===== src/design/usm_defs.vh =====
// Constants for the synchronous master transmitter and its baud generator.
// Assumes one system clock, four clock periods to an instruction cycle.
`ifndef USM_DEFS_VH
`define USM_DEFS_VH

// ==========================================
// Register byte offsets
`define USM_OFS_TXCTL      8'h00
`define USM_OFS_RXCTL      8'h04
`define USM_OFS_DIVISOR    8'h08
`define USM_OFS_TXBUF      8'h0C
`define USM_OFS_IRQCTL     8'h10

// ==========================================
// Transmit status/control fields
`define USM_TX_CLOCK_SOURCE_SELECT        7
`define USM_TX_NINE        6
`define USM_TX_TRANSMIT_ENABLE        5
`define USM_TX_SYNC        4
`define USM_TX_HIGH_SPEED_SELECT        2
`define USM_TX_SHIFT_REGISTER_EMPTY        1
`define USM_TX_D9          0
`define USM_TXCTL_WMASK    8'hF5
`define USM_TXCTL_RST      8'h02

// ==========================================
// Receive status/control fields
`define USM_RX_SERIAL_PORT_ENABLE        7
`define USM_RX_SREN        5
`define USM_RX_CREN        4
`define USM_RXCTL_WMASK    8'hF8
`define USM_RXCTL_RST      8'h00

// ==========================================
// Interrupt control fields
`define USM_IRQ_FLAG       0
`define USM_IRQ_ENA        1

// ==========================================
// Reset values
`define USM_DIVISOR_RST    8'h00
`define USM_TXBUF_RST      8'h00

// ==========================================
// Timing
`define USM_TCY_CLKS       4
`define USM_FLAG_TCY       2
`define USM_PRE_ASYNC_LO   2'd0
`define USM_PRE_ASYNC_HI   2'd1
`define USM_PRE_SYNC       2'd2
`define USM_DIV_ASYNC_LO   64
`define USM_DIV_ASYNC_HI   16
`define USM_DIV_SYNC_HALF  2
`define USM_PRE_LAST_LO    6'h3F
`define USM_PRE_LAST_HI    6'h0F
`define USM_PRE_LAST_SYNC  6'h01

`endif


===== src/design/usm_top.v =====
// Synchronous master transmitter with baud generator and AHB-Lite registers.
// Assumes a single AHB-Lite master; hready is this slave's hreadyout.
// Operation
// (RULE1) Async low speed: osc over 64(X+1)
// (RULE2) Async high speed: osc over 16(X+1)
// (RULE3) Sync: osc over 4(X+1), speed ignored
// (RULE4) Divisor is unsigned 8-bit register value
// (RULE5) Half duplex: transmit and receive exclude
// (RULE6) Sync select plus port enable claim pins
// (RULE7) Clock source select makes us master
// (RULE8) Load shifter only after last bit
// (RULE9) Transfer takes one instruction cycle, flag sets
// (RULE10) Flag set always, cleared only by load
// (RULE11) Interrupt request only with enable set
// (RULE12) Shifter-empty bit read-only, no interrupt
// (RULE13) Software sets up divisor, modes, enable
// (RULE14) Ninth bit sent when nine-bit enabled
// (RULE15) Software starts by writing buffer
// (RULE16) Flag drop valid second instruction cycle
// (RULE17) Reset: status 0x02, divisor zero
// (RULE18) Baud timer free-running, divisor sets period
// (RULE19) Divisor write restarts baud timer
// (RULE20) Shift out LSB first, one per clock
`timescale 1ns/1ps
`include "usm_defs.vh"

module usm_top (
	input  wire        clk,
	input  wire        nrst,
	input  wire        hsel,
	input  wire [31:0] haddr,
	input  wire [1:0]  htrans,
	input  wire        hwrite,
	input  wire [2:0]  hsize,
	input  wire [31:0] hwdata,
	input  wire        hready,
	output wire        hreadyout,
	output wire        hresp,
	output reg  [31:0] hrdata,
	output wire        ckOut,
	output wire        ckOe,
	output wire        dtOut,
	output wire        dtOe,
	output wire        baudTick,
	output wire        rxInhibit,
	output wire        txIrq
);

	// ==========================================
	// Register state
	reg  [7:0] txCtl_q;
	reg  [7:0] rxCtl_q;
	reg  [7:0] divisor_q;
	reg  [7:0] txBuf_q;
	reg        bufD9_q;
	reg        bufFull_q;
	reg        flag_q;
	reg        irqEna_q;

	// ==========================================
	// Bus phase state
	reg        wrPend_q;
	reg  [7:0] wrAddr_q;

	// ==========================================
	// Transfer and flag timing
	reg  [2:0] loadCnt_q;
	reg        loading_q;
	reg  [3:0] clrCnt_q;
	reg        clrPend_q;

	// ==========================================
	// Internal nets
	wire       addrPhase;
	wire       wrDivisor;
	wire       wrTxBuf;
	wire       wrTxCtl;
	wire       wrRxCtl;
	wire       wrIrqCtl;
	wire [7:0] wrByte;
	wire       modeSync;
	wire       portOn;
	wire       master;
	wire       txEnable;
	wire       rxWanted;
	wire       txActive;
	wire       shBusy;
	wire       shLoad;
	wire       brgTick;
	wire [1:0] preSel;
	wire       shift_register_empty;
	wire       shAbort;
	wire       loadDone;
	wire       clrDone;
	wire       linkOn;
	wire       txPath;
	wire       wrPhase;
	wire       rdPhase;
	wire [7:0] divLoad;

	localparam [31:0] LOAD_LAST_W = `USM_TCY_CLKS - 1;
	localparam [31:0] CLR_LAST_W  = `USM_TCY_CLKS * `USM_FLAG_TCY - 1;
	localparam [2:0]  LOAD_LAST   = LOAD_LAST_W[2:0];
	localparam [3:0]  CLR_LAST    = CLR_LAST_W[3:0];

	// ==========================================
	// Read decode
	function [7:0] readReg;
		input [7:0] addr;
		input [7:0] txCtl;
		input [7:0] rxCtl;
		input [7:0] divisor;
		input [7:0] txBuf;
		input       trmtBit;
		input       flagBit;
		input       enaBit;
		begin
			case (addr)
				`USM_OFS_TXCTL: begin
					readReg = {txCtl[7:4], 1'b0, txCtl[2], trmtBit, txCtl[0]}; // [RULE12] [RULE17]
				end
				`USM_OFS_RXCTL: begin
					readReg = {rxCtl[7:3], 3'b000};
				end
				`USM_OFS_DIVISOR: begin
					readReg = divisor;
				end
				`USM_OFS_TXBUF: begin
					readReg = txBuf;
				end
				`USM_OFS_IRQCTL: begin
					readReg = {6'b000000, enaBit, flagBit};
				end
				default: begin
					readReg = 8'h00;
				end
			endcase
		end
	endfunction

	// ==========================================
	// Map decode
	function inMap;
		input [31:0] addr;
		begin
			inMap = (addr[31:8] == 24'h00_0000);
		end
	endfunction

	// ==========================================
	// AHB-Lite slave
	assign hreadyout = 1'b1;
	assign hresp     = 1'b0;
	assign addrPhase = hsel && hready && htrans[1];
	assign wrPhase   = addrPhase && hwrite && inMap(haddr);
	assign rdPhase   = addrPhase && !hwrite;
	assign wrByte    = hwdata[7:0];

	always @(posedge clk or negedge nrst) begin
		if (!nrst) begin
			wrPend_q <= 1'b0;
			wrAddr_q <= 8'h00;
			hrdata   <= 32'h0000_0000;
		end else begin
			wrPend_q <= wrPhase;
			if (addrPhase) begin
				wrAddr_q <= haddr[7:0];
			end
			if (rdPhase) begin
				hrdata <= inMap(haddr) ?
				          {24'h00_0000, readReg(haddr[7:0], txCtl_q, rxCtl_q, divisor_q, txBuf_q,
				                                shift_register_empty, flag_q, irqEna_q)} : 32'h0000_0000;
			end
		end
	end

	// ==========================================
	// Write strobes
	assign wrTxCtl   = wrPend_q && (wrAddr_q == `USM_OFS_TXCTL);
	assign wrRxCtl   = wrPend_q && (wrAddr_q == `USM_OFS_RXCTL);
	assign wrDivisor = wrPend_q && (wrAddr_q == `USM_OFS_DIVISOR);
	assign wrTxBuf   = wrPend_q && (wrAddr_q == `USM_OFS_TXBUF);
	assign wrIrqCtl  = wrPend_q && (wrAddr_q == `USM_OFS_IRQCTL);

	// ==========================================
	// Control registers
	always @(posedge clk or negedge nrst) begin
		if (!nrst) begin
			txCtl_q   <= `USM_TXCTL_RST; // [RULE17]
			rxCtl_q   <= `USM_RXCTL_RST;
			divisor_q <= `USM_DIVISOR_RST; // [RULE17]
			irqEna_q  <= 1'b0;
		end else begin
			if (wrTxCtl) begin
				txCtl_q <= wrByte & `USM_TXCTL_WMASK; // [RULE12]
			end
			if (wrRxCtl) begin
				rxCtl_q <= wrByte & `USM_RXCTL_WMASK;
			end
			if (wrDivisor) begin
				divisor_q <= wrByte; // [RULE4]
			end
			if (wrIrqCtl) begin
				irqEna_q <= wrByte[`USM_IRQ_ENA];
			end
		end
	end

	// ==========================================
	// Mode decode
	assign modeSync = txCtl_q[`USM_TX_SYNC]; // [RULE6]
	assign portOn   = rxCtl_q[`USM_RX_SERIAL_PORT_ENABLE]; // [RULE6]
	assign master   = txCtl_q[`USM_TX_CLOCK_SOURCE_SELECT]; // [RULE7]
	assign txEnable = txCtl_q[`USM_TX_TRANSMIT_ENABLE];
	assign rxWanted = rxCtl_q[`USM_RX_SREN] || rxCtl_q[`USM_RX_CREN];
	assign linkOn   = modeSync && portOn && master; // [RULE6] [RULE7]
	assign txPath   = linkOn && txEnable;
	assign txActive = txPath && !rxWanted; // [RULE5]
	assign shAbort  = !txPath;
	assign preSel   = modeSync ? `USM_PRE_SYNC :
	                  (txCtl_q[`USM_TX_HIGH_SPEED_SELECT] ? `USM_PRE_ASYNC_HI : `USM_PRE_ASYNC_LO); // [RULE3]

	// ==========================================
	// Baud generator
	// New divisor reaches the timer in its write cycle
	assign divLoad = wrDivisor ? wrByte : divisor_q; // [RULE19]

	usm_brg u_brg (
		.clk     (clk),
		.nrst    (nrst),
		.divisor (divLoad),
		.restart (wrDivisor), // [RULE19]
		.preSel  (preSel),
		.tick    (brgTick)
	);

	// ==========================================
	// Tick output
	assign baudTick = brgTick;

	// ==========================================
	// Buffer to shifter transfer
	assign loadDone = loading_q && txActive && (loadCnt_q == LOAD_LAST);
	assign shLoad   = loadDone;

	always @(posedge clk or negedge nrst) begin
		if (!nrst) begin
			loadCnt_q <= 3'd0;
			loading_q <= 1'b0;
		end else if (!txActive) begin
			loadCnt_q <= 3'd0;
			loading_q <= 1'b0;
		end else if (loading_q) begin
			if (loadDone) begin
				loading_q <= 1'b0; // [RULE9]
				loadCnt_q <= 3'd0;
			end else begin
				loadCnt_q <= loadCnt_q + 3'd1;
			end
		end else if (bufFull_q && !shBusy) begin
			loading_q <= 1'b1; // [RULE8]
			loadCnt_q <= 3'd0;
		end
	end

	// ==========================================
	// Transmit buffer
	always @(posedge clk or negedge nrst) begin
		if (!nrst) begin
			txBuf_q   <= `USM_TXBUF_RST;
			bufD9_q   <= 1'b0;
			bufFull_q <= 1'b0;
		end else begin
			if (wrTxBuf) begin
				txBuf_q   <= wrByte; // [RULE15]
				bufD9_q   <= txCtl_q[`USM_TX_D9]; // [RULE14]
				bufFull_q <= 1'b1;
			end else if (loadDone) begin
				bufFull_q <= 1'b0; // [RULE9]
			end
		end
	end

	// ==========================================
	// Buffer-empty flag with delayed clear
	assign clrDone = clrPend_q && (clrCnt_q == CLR_LAST);

	always @(posedge clk or negedge nrst) begin
		if (!nrst) begin
			clrCnt_q  <= 4'd0;
			clrPend_q <= 1'b0;
			flag_q    <= 1'b0;
		end else begin
			if (wrTxBuf) begin
				clrPend_q <= 1'b1; // [RULE16]
				clrCnt_q  <= 4'd0;
			end else if (clrDone) begin
				clrPend_q <= 1'b0;
			end else if (clrPend_q) begin
				clrCnt_q <= clrCnt_q + 4'd1;
			end
			if (loadDone || (txEnable && !bufFull_q && !clrPend_q)) begin
				flag_q <= 1'b1; // [RULE9] [RULE10]
			end else if (clrDone && bufFull_q) begin
				flag_q <= 1'b0; // [RULE10] [RULE16]
			end
		end
	end

	// ==========================================
	// Interrupt request
	assign txIrq = flag_q && irqEna_q; // [RULE11]

	// ==========================================
	// Shift register and pins
	wire shCk;
	wire shDt;

	usm_shift u_shift (
		.clk      (clk),
		.nrst     (nrst),
		.halfTick (brgTick),
		.load     (shLoad), // [RULE8]
		.loadData ({bufD9_q, txBuf_q}),
		.nineBit  (txCtl_q[`USM_TX_NINE]), // [RULE14]
		.abort    (shAbort),
		.ckOut    (shCk),
		.dtOut    (shDt),
		.busy     (shBusy)
	);

	// ==========================================
	// Pin drive
	assign shift_register_empty      = !shBusy; // [RULE12]
	assign ckOut     = shCk;
	assign ckOe      = linkOn; // [RULE7]
	assign dtOut     = shDt;
	assign dtOe      = modeSync && portOn && txEnable && !rxWanted; // [RULE5] [RULE6]
	assign rxInhibit = shBusy || loading_q || bufFull_q; // [RULE5]

	// ==========================================
	// Unused bus fields
	wire unusedBits;
	assign unusedBits = ^{hsize, htrans[0], hwdata[31:8]};

endmodule // usm_top


===== src/design/usm_brg.v =====
// Free-running baud timer: prescaler followed by an 8-bit period counter.
// Assumes restart is a one-cycle pulse from the divisor register write.
`timescale 1ns/1ps
`include "usm_defs.vh"

module usm_brg (
	input  wire       clk,
	input  wire       nrst,
	input  wire [7:0] divisor,
	input  wire       restart,
	input  wire [1:0] preSel,
	output reg        tick
);

	// ==========================================
	// Prescaler
	reg  [5:0] preCnt_q;
	reg  [7:0] divCnt_q;
	wire [5:0] preLast;
	wire       preTick;

	assign preLast = (preSel == `USM_PRE_ASYNC_LO) ? `USM_PRE_LAST_LO :
	                 (preSel == `USM_PRE_ASYNC_HI) ? `USM_PRE_LAST_HI : `USM_PRE_LAST_SYNC; // [RULE1] [RULE2] [RULE3]
	assign preTick = (preCnt_q >= preLast);

	always @(posedge clk or negedge nrst) begin
		if (!nrst) begin
			preCnt_q <= 6'h00;
			divCnt_q <= 8'h00;
			tick     <= 1'b0;
		end else if (restart) begin
			preCnt_q <= 6'h00; // [RULE19]
			divCnt_q <= divisor; // [RULE19]
			tick     <= 1'b0;
		end else begin
			tick <= 1'b0;
			if (preTick) begin
				preCnt_q <= 6'h00;
				if (divCnt_q == 8'h00) begin
					divCnt_q <= divisor; // [RULE4] [RULE18]
					tick     <= 1'b1;
				end else begin
					divCnt_q <= divCnt_q - 8'h01;
				end
			end else begin
				preCnt_q <= preCnt_q + 6'h01;
			end
		end
	end

endmodule // usm_brg


===== src/design/usm_shift.v =====
// Transmit shift register driving clock and data lines, LSB first.
// Assumes halfTick pulses once per half bit period.
`timescale 1ns/1ps

module usm_shift (
	input  wire       clk,
	input  wire       nrst,
	input  wire       halfTick,
	input  wire       load,
	input  wire [8:0] loadData,
	input  wire       nineBit,
	input  wire       abort,
	output reg        ckOut,
	output reg        dtOut,
	output reg        busy
);

	// ==========================================
	// Shifter
	reg  [8:0] sr_q;
	reg  [3:0] bitCnt_q;
	reg        nine_q;
	wire [3:0] lastBit;

	assign lastBit = nine_q ? 4'd8 : 4'd7;

	always @(posedge clk or negedge nrst) begin
		if (!nrst) begin
			sr_q     <= 9'h000;
			bitCnt_q <= 4'h0;
			nine_q   <= 1'b0;
			ckOut    <= 1'b0;
			dtOut    <= 1'b0;
			busy     <= 1'b0;
		end else if (abort) begin
			busy  <= 1'b0;
			ckOut <= 1'b0;
		end else if (load && !busy) begin
			sr_q     <= loadData;
			dtOut    <= loadData[0]; // [RULE20]
			nine_q   <= nineBit; // [RULE14]
			bitCnt_q <= 4'h0;
			ckOut    <= 1'b0;
			busy     <= 1'b1;
		end else if (halfTick && busy) begin
			if (!ckOut) begin
				ckOut <= 1'b1;
			end else begin
				ckOut <= 1'b0;
				if (bitCnt_q == lastBit) begin
					busy <= 1'b0;
				end else begin
					sr_q     <= {1'b0, sr_q[8:1]}; // [RULE20]
					dtOut    <= sr_q[1];
					bitCnt_q <= bitCnt_q + 4'h1;
				end
			end
		end
	end

endmodule // usm_shift


===== config.mk =====
export PLATFORM = sky130hd
export DESIGN_NAME = usm_top
export DESIGN_NICKNAME = d
export VERILOG_FILES = /design/src/design/usm_top.v /design/src/design/usm_brg.v /design/src/design/usm_shift.v
export VERILOG_INCLUDE_DIRS = /design/src /design/src/design
export SDC_FILE = /design/constraint.sdc
export NUM_CORES = 1
export LEC_CHECK = 0
export ABC_CLOCK_PERIOD_IN_PS = 2500
export BUFFER_PORTS_ARGS = -buffer_cell sky130_fd_sc_hd__buf_2
export CAP_MARGIN = 20
export CORE_MARGIN = 5
export CORE_UTILIZATION = 35
export DETAILED_ROUTE_END_ITERATION = 10
export PLACE_DENSITY_LB_ADDON = 0.12
export SLEW_MARGIN = 20
export SYNTH_ARGS = -nofsm -noshare
export SYNTH_HDL_FRONTEND = slang
export SYNTH_SLANG_ARGS = --single-unit

===== constraint.sdc =====
create_clock -name clk -period 2.5 [get_ports clk]
set_input_delay 0.5 -clock clk [delete_from_list [all_inputs] [get_ports clk]]
set_output_delay 0.5 -clock clk [all_outputs]
set_load 0.1 [all_outputs]

After elaboration in Yosys (flattened, before gate mapping)

Cells that the tools add are included.

Bits in registers: 114
Output and inout bits: 41
Logic and storage cells: 153
Input port bits: 74

Add/sub/neg operators: 5
Multiplexer cells: 54
Eq/ne operators: 18
Order comparisons: 1
Reductions and logical operators: 51

Operators by type and width:

| kind                | number |
|---|---|
| $mux 8              | 5 |
| $pmux 8 s5          | 1 |
| $mux 4              | 9 |
| $mux 9              | 4 |
| $eq 8x4->1 const B  | 4 |
| $mux 1              | 27 |
| $logic_and 1x1->1   | 26 |
| $logic_not 24->1    | 1 |
| $logic_not 8->1     | 3 |
| $mux 6              | 3 |
| $eq 8x3->1 const B  | 2 |
| $eq 8x5->1 const B  | 2 |
| $reduce_bool 2->1   | 7 |
| $mux 3              | 4 |
| $ne 3x1->1 const B  | 3 |
| $add 4x1->4 const B | 2 |
| $sub 8x1->8 const B | 1 |
| $add 6x1->6 const B | 1 |
| $ge 6x6->1          | 1 |
| $logic_not 1->1     | 5 |
| $eq 4x3->1 const B  | 1 |
| $eq 4x4->1          | 1 |
| $logic_or 1x1->1    | 4 |
| $reduce_and 2->1    | 2 |
| 10 further kinds    | 10 |

Depth between registers and ports, before layout

Gate-level depths: netlist (run 1).

Depth in word-level cells: 9
Mapped depth: 8
Gate-level depth less buffers: 7

Hierarchy

From an unflattened synthesis (run 1), not the netlist that was laid out.

Cells, all modules: 423
Area, all modules: 4700.8 µm²

By module, submodules not included:

| module    | area an instance (µm²) | cells an instance | instances | sequential area each (µm²) |
|---|---|---|---|---|
| usm_top   | 2825.2                 | 234               | 1         | 1426.4 |
| usm_brg   | 958.4                  | 100               | 1         | 375.4 |
| usm_shift | 917.1                  | 89                | 1         | 400.4 |

Worst setup path after synthesis (run 1)

Ideal clock, no wire load.

Kind: register to register
Start point: reg wrAddr_q[1]
End point: reg txBuf_q[0]
Path slack: 0.389 ns
Buffers on the path: 2
Arrival: 1.986 ns
Library setup time: 0.125 ns
Clock period less this slack: 2.111 ns
Cell stages (with the launch flop): 7
Data required time: 2.375 ns
Cell sequence: dfrtp_1 or4_4 nor4b_4 and3_1 buf_6 buf_12 mux2_4

Longest elaborated chain between the ends: 2

Ends and longest elaborated chain:

| item                        | RTL line      | source |
|---|---|---|
| start: declaration          | usm_top.v:63  | `reg [7:0] wrAddr_q;` |
| start signal: assignment    | usm_top.v:167 | `wrAddr_q <= haddr[7:0];` |
| $eq 8x4->1 (no source line) | --            |  |
| $logic_and 1x1->1           | usm_top.v:182 | `` assign wrTxBuf = wrPend_q && (wrAddr_q == `USM_OFS_TXBUF); `` |
| end signal: assignment      | usm_top.v:270 | `` txBuf_q <= `USM_TXBUF_RST; `` |
| end signal: assignment      | usm_top.v:275 | `txBuf_q <= wrByte;` |
| end: declaration            | usm_top.v:54  | `reg [7:0] txBuf_q;` |

No other way between the ends.
A chain may end at the register's enable or synchronous reset.

Final worst setup path (run 1)

Start point: reg wrAddr_q[1]
End point: reg txBuf_q[3]

The elaborated chain is that of the path after synthesis.

==> metrics.csv, run 1 <==
metric,value,unit
Mean Syn Cell Area,10.36,sq um
initial antenna violation count,0,
gr usage total,13.98,%
CTS tree,built,
total CTS buffers,9,
cell row count,41,
Post-synth EDFFs,0,
worst min-delay path class,in -> async,
max frequency,0.4474,GHz
status,finished clean,
total I/O pin count,115,
Die X,124.3,um
drt via density,4.968,
Worst slew margin,58.43,%
endpoint class of the critical path,flop,
ys async rst share,100.0,%
vias in the first global route,3350,
crit-path leading delay family,simple AND/OR/NAND/NOR gates,
share of cells above drive strength 1,25.34,%
number of cells produced by synthesis,441,
crit path time final,2.235,ns
Finished Layout Cells,681,
register share of total power,44.0,%
skew final,0.009157,ns
switching pwr,1.219,mW
max-slew violations,0,
# setup viols final,0,
Post-DRT Antenna Nets,0,
Layout fillers,1287,
Synth top area share,48.19,%
vias,3383,
Setup crit start kind,flop,
die area,0.01544,sq mm
Gate power share,21.1,%
"Top FF cell, synth",dfrtp_1,
Synth cell types,58,
Setup WS post-layout,0.2646,ns
placed cell count,665,
Worst Path Required,2.72,ns
worst r2r path cells,5,
Finished Cell Area,0.005278,sq mm
sw frac,31.37,%
Worst R2R Start,wrAddr_q[1],
Post-DP HPWL,8002,um
Critical Path AT,2.45,ns
part of the Yosys area used for sequential elements,48.19,%
"top cells by area, synth","dfrtp_1 48%, mux2_2 7.1%, nand2_1 5.1%",
Synth area leader,dfrtp_1,
final WL,10590,um
# resized after CTS,0,
Worst path max stage delay,0.56,ns
H-tree Lvls,3,
WHS,0.05958,ns
Placer Congestion,0.8125,
total chip power,3.888,mW
part of the cycle the worst path needs,89.41,%
largest fanout on the critical path,10,
Crit-path slowest cell,or4_4,
total negative slack,0,ns
dpl ws,0.2718,ns
CP Class,reg -> reg,
drt wl/cell,15.56,um
first-pass GRT wire length,17540,um
"Cell Area, Placed",0.004976,sq mm
Root Buffer,clkbuf_16,
Iter 0 DRT Violations,259,
"Cell Chain, Critical Path","or4_4, nor4b_4, and3_1, buf_4, mux2_2",
maximum VDD drop,0.0005575,V
"count leader, synth",dfrtp_1,
actual slew at the worst max-slew pin,0.6213,ns
#FFs+latches synth,88,
core box area,0.01272,sq mm
post-synthesis cell area,0.004569,sq mm
Finished Core Util,41.48,%
flop2flop setup slack,0.26,ns
Clock power frac,34.9,%
Pint,2.669,mW
PwrDens,736.7,mW/mm^2
Area Overhead vs Synth,15.50,%
router iterations before antenna repair,6,
Nets,587,
Die Ht,124.3,um
max-cap viol count,0,
"Hold Violations, Final",0,
Critical path origin,wrAddr_q[1],
Worst Path Buf+Inv,1,
port bufs,60,
post-CTS repair timing setup buffer count,0,
leak pwr,2.529,nW
YS warnings,0,
"Hold-fix buffers, CTS",0,
Clock transition at path regs,0.06,ns
antenna fix cells,0,
Initial Utilization,35.92,%
CTS Sinks,88,
largest net degree at the start of global routing,66,
"Clk Latency, worst-skew pair",0.34,ns
top post-synthesis cells by count,"88 x dfrtp_1, 62 x nand2_1, 32 x o21ai_0",
CTS max path bufs,2,
GRT overflow,0,
R2R Path End,txBuf_q[3],
Post-route DRC,0,
RSZ-0062 raised after global routing,no,
## routing by layer
layer  part of all wire (%)  track usage (%)  wire [um]  up-vias
met2                     49            23.22       5220       76
li1                       -                -          -     1647
met3                    4.5            4.074        477        5
met1                     45            18.15       4812     1655
met5                      0                0          0        -
met4                   0.80            3.030         85        0
## final cells by class
class	instances	area, sq um	share of cell area (%)
clock inverter	2	37.54	0.7112
sequential	88	2202	41.73
clock buffer	14	264.0	5.002
tap	172	215.2	4.078
timing repair buffer	68	375.4	7.112
inverter	10	37.54	0.7112
multi-input combinational	327	2146	40.66
## cells by family (layout without fill, tap and decap cells)
family                   count (synthesis)  after routing  share of synthesized area, %
buffers and inverters                   50             94                         6.818
flip-flops                              88             88                         48.19
other                                    2             26                        0.1644
AND/OR/NAND/NOR                        157            157                         17.11
AO/OA/AOI/OAI                           76             76                         10.24
multiplexers                            49             49                         13.06
adder cells (fa/ha/maj)                 10             10                         2.684
XOR/XNOR                                 9              9                         1.725
## registers in the layout (all words and copies together), names as in the netlist, 3 cells and up
register,flops
u_shift.sr_q,9
divisor_q,8
hrdata,8
txBuf_q,8
u_brg.divCnt_q,8
wrAddr_q,8
txCtl_q,6
u_brg.preCnt_q,6
rxCtl_q,5
clrCnt_q,4
u_shift.bitCnt_q,4
loadCnt_q,3
## power groups by stage
| stage | Clock (mW) | Combinational [mW] | Sequential [mW] |
|---|---|---|---|
| finish | 1.36 | 0.820 | 1.71 |
| global route | 1.48 | 0.911 | 1.73 |
| CTS | 1.41 | 0.825 | 1.71 |
| detailed placement | 0 | 0.821 | 1.73 |
| global placement | 0 | 0.818 | 1.73 |
| floorplan | 0 | 0.667 | 1.69 |
## cell usage in the layout (no fill, tap or decap), types with 4 or more instances in the layout
cell | Yosys | final
dfrtp_1 | 88 | 88
nand2_1 | 62 | 62
buf_2 | 2 | 59
o21ai_0 | 32 | 32
nor2_1 | 31 | 31
mux2_2 | 29 | 29
conb_1 | 2 | 26
a21oi_1 | 16 | 16
mux2i_1 | 12 | 12
nand3_1 | 10 | 10
inv_1 | 10 | 10
nor4_1 | 9 | 9
ha_1 | 9 | 9
clkbuf_16 | 0 | 9
buf_4 | 26 | 8
xor2_1 | 6 | 6
nand3b_1 | 5 | 5
nand4_1 | 5 | 5
nor3_1 | 5 | 5
nand2b_1 | 5 | 5
or2_2 | 4 | 4
and3_1 | 4 | 4
mux4_2 | 4 | 4
mux2_4 | 4 | 4
## worst max path at each step
stage | to | slack [ns] | depth (start not counted)
after global routing | u_brg.divCnt_q[3] | 0.09 | 7
after detailed placement | txBuf_q[5] | 0.27 | 5
after global placement | u_brg.divCnt_q[3] | 0.27 | 7
after CTS | txBuf_q[3] | 0.26 | 5
after floorplan | txBuf_q[0] | 0.39 | 6
final | txBuf_q[3] | 0.26 | 5
(Power assumes the default switching activity.)
==> inputs of run 2 (changes only) <==
CORE_MARGIN = 2   (was 5)
==> run 2 against run 1 <==
Global-route usage up 1.8 points. Count of clock-buffer cells in the layout down 4. Fmax up 0.36%. Sequential share of layout area down 0.23 points. Largest power group unchanged. Combinational power up 1%. Die area down 9.4%. Routed wire length down 1.6%. Cell count up 0.15%. Via count down 0.92%. Core utilization up 0.40 points.
==> metrics.csv, run 2 (same netlist as run 1, synthesis figures left out) <==
metric,value,unit,change
Worst Path Required,2.73,ns,was 2.72 ns
# resized after CTS,0,,unchanged
Finished Core Util,41.88,%,was 41.48%
leak pwr,2.544,nW,was 2.529 nW
crit path time final,2.227,ns,was 2.235 ns
Post-DP HPWL,7801,um,was 8002 um
dpl ws,0.2781,ns,was 0.2718 ns
CTS max path bufs,2,,unchanged
Post-route DRC,0,,unchanged
worst r2r path cells,5,,unchanged
"Cell Area, Placed",0.004984,sq mm,was 0.004976 sq mm
Critical Path AT,2.46,ns,was 2.45 ns
total negative slack,0,ns,unchanged
worst min-delay path class,in -> async,,unchanged
Finished Cell Area,0.005306,sq mm,was 0.005278 sq mm
actual slew at the worst max-slew pin,0.6037,ns,was 0.6213 ns
antenna fix cells,0,,unchanged
busiest grt layer,met2,,unchanged
Area Overhead vs Synth,16.13,%,was 15.50%
largest net degree at the start of global routing,45,,was 66
port bufs,60,,unchanged
die area,0.01399,sq mm,was 0.01544 sq mm
largest reg by FF count,u_shift.sr_q,,unchanged
R2R Path End,txBuf_q[3],,unchanged
largest fanout on the critical path,10,,unchanged
Post-DRT Antenna Nets,0,,unchanged
"Hold-fix buffers, CTS",0,,unchanged
Crit-path slowest cell,or4_4,,unchanged
max reg flops,9,,unchanged
gr usage total,15.78,%,was 13.98%
Critical path origin,wrAddr_q[1],,unchanged
Die X,118.3,um,was 124.3 um
initial antenna violation count,0,,unchanged
flop2flop setup slack,0.27,ns,was 0.26 ns
CTS Sinks,88,,unchanged
Iter 0 DRT Violations,109,,was 259
Setup WS post-layout,0.2727,ns,was 0.2646 ns
drt wl/cell,15.28,um,was 15.56 um
most frequent cells in the layout,"88 x dfrtp_1, 62 x nand2_1, 59 x buf_2, 32 x o21ai_0, 31 x nor2_1",,unchanged
total chip power,3.990,mW,was 3.888 mW
RSZ-0062 raised after global routing,no,,unchanged
skew final,0.009728,ns,was 0.009157 ns
Worst slew margin,59.38,%,was 58.43%
post-CTS repair timing setup buffer count,0,,unchanged
placed cell count,666,,was 665
max-cap viol count,0,,unchanged
H-tree Lvls,3,,unchanged
Setup crit start kind,flop,,unchanged
GRT met1 Usage,21.25,%,was 18.15%
"Hold Violations, Final",0,,unchanged
"Clk Latency, worst-skew pair",0.35,ns,was 0.34 ns
max frequency,0.4490,GHz,was 0.4474 GHz
PwrDens,751.9,mW/mm^2,was 736.7 mW/mm^2
CTS tree,built,,unchanged
vias in the first global route,3214,,was 3350
total I/O pin count,115,,unchanged
Finished Layout Cells,682,,was 681
WHS,0.04535,ns,was 0.05958 ns
part of the cycle the worst path needs,89.09,%,was 89.41%
final WL,10420,um,was 10590 um
cell row count,41,,unchanged
Nets,588,,was 587
status,finished clean,,unchanged
total CTS buffers,9,,unchanged
"commonest non-fill, non-tap cell in the layout",dfrtp_1,,unchanged
Layout fillers,1283,,was 1287
max-slew violations,0,,unchanged
router iterations before antenna repair,4,,was 6
"Cell Chain, Critical Path","or4_4, nor4b_4, and3_1, buf_4, mux2_2",,unchanged
Placer Congestion,0.8175,,was 0.8125
maximum VDD drop,0.0004035,V,was 0.0005575 V
Initial Utilization,36.06,%,was 35.92%
first-pass GRT wire length,17290,um,was 17540 um
CP Class,reg -> reg,,unchanged
share of cells above drive strength 1,25.88,%,was 25.34%
drt via density,4.915,,was 4.968
GRT overflow,0,,unchanged
vias,3352,,was 3383
M3 GR Usage,4.440,%,was 4.074%
# setup viols final,0,,unchanged
Clock transition at path regs,0.06,ns,about the same
Worst path max stage delay,0.56,ns,about the same
Root Buffer,clkbuf_16,,unchanged
Worst R2R Start,wrAddr_q[1],,unchanged
endpoint class of the critical path,flop,,unchanged
met2 Use GR,25.07,%,was 23.22%
Die Ht,118.3,um,was 124.3 um
core box area,0.01267,sq mm,was 0.01272 sq mm
==> run 2: cell type report <==
type	instances	area (sq um)	share of cell area, %
tap	172	215.2	4.056
inverter	10	37.54	0.7074
timing repair buffer	69	382.9	7.215
sequential	88	2202	41.50
multi-input combinational	327	2146	40.44
clock buffer	10	229.0	4.315
clock inverter	6	93.84	1.768
==> run 2: where the power goes <==
group | switching (mW) | leakage (nW) | total, mW | internal, mW
clock network | 0.571 | 0.153 | 1.45 | 0.881
logic | 0.530 | 1.28 | 0.828 | 0.298
registers | 0.158 | 1.11 | 1.71 | 1.55
total | 1.26 | 2.54 | 3.99 | 2.73
==> run 2: layer usage <==
layer  vias to the layer above  wire [um]
met4                         0         97
met5                         -          0
met1                      1637       4966
met3                         7        398
li1                       1654          -
met2                        54       4960
==> run 2: how the worst max path moves through the flow <==
stage | endpoint | slack, ns
after floorplan | txBuf_q[0] | 0.39
after global placement | txBuf_q[7] | 0.29
after detailed placement | txBuf_q[5] | 0.28
after CTS | txBuf_q[3] | 0.27
after global routing | u_brg.divCnt_q[6] | 0.11
final | txBuf_q[3] | 0.27
==> run 2: worst max-delay path: cells and delay by family (launching register included) <==
family,cells,cell delay [ns]
AND/OR/NAND/NOR,3,1.18
flip-flops,1,0.38
multiplexers,1,0.35
buffers and inverters,1,0.21
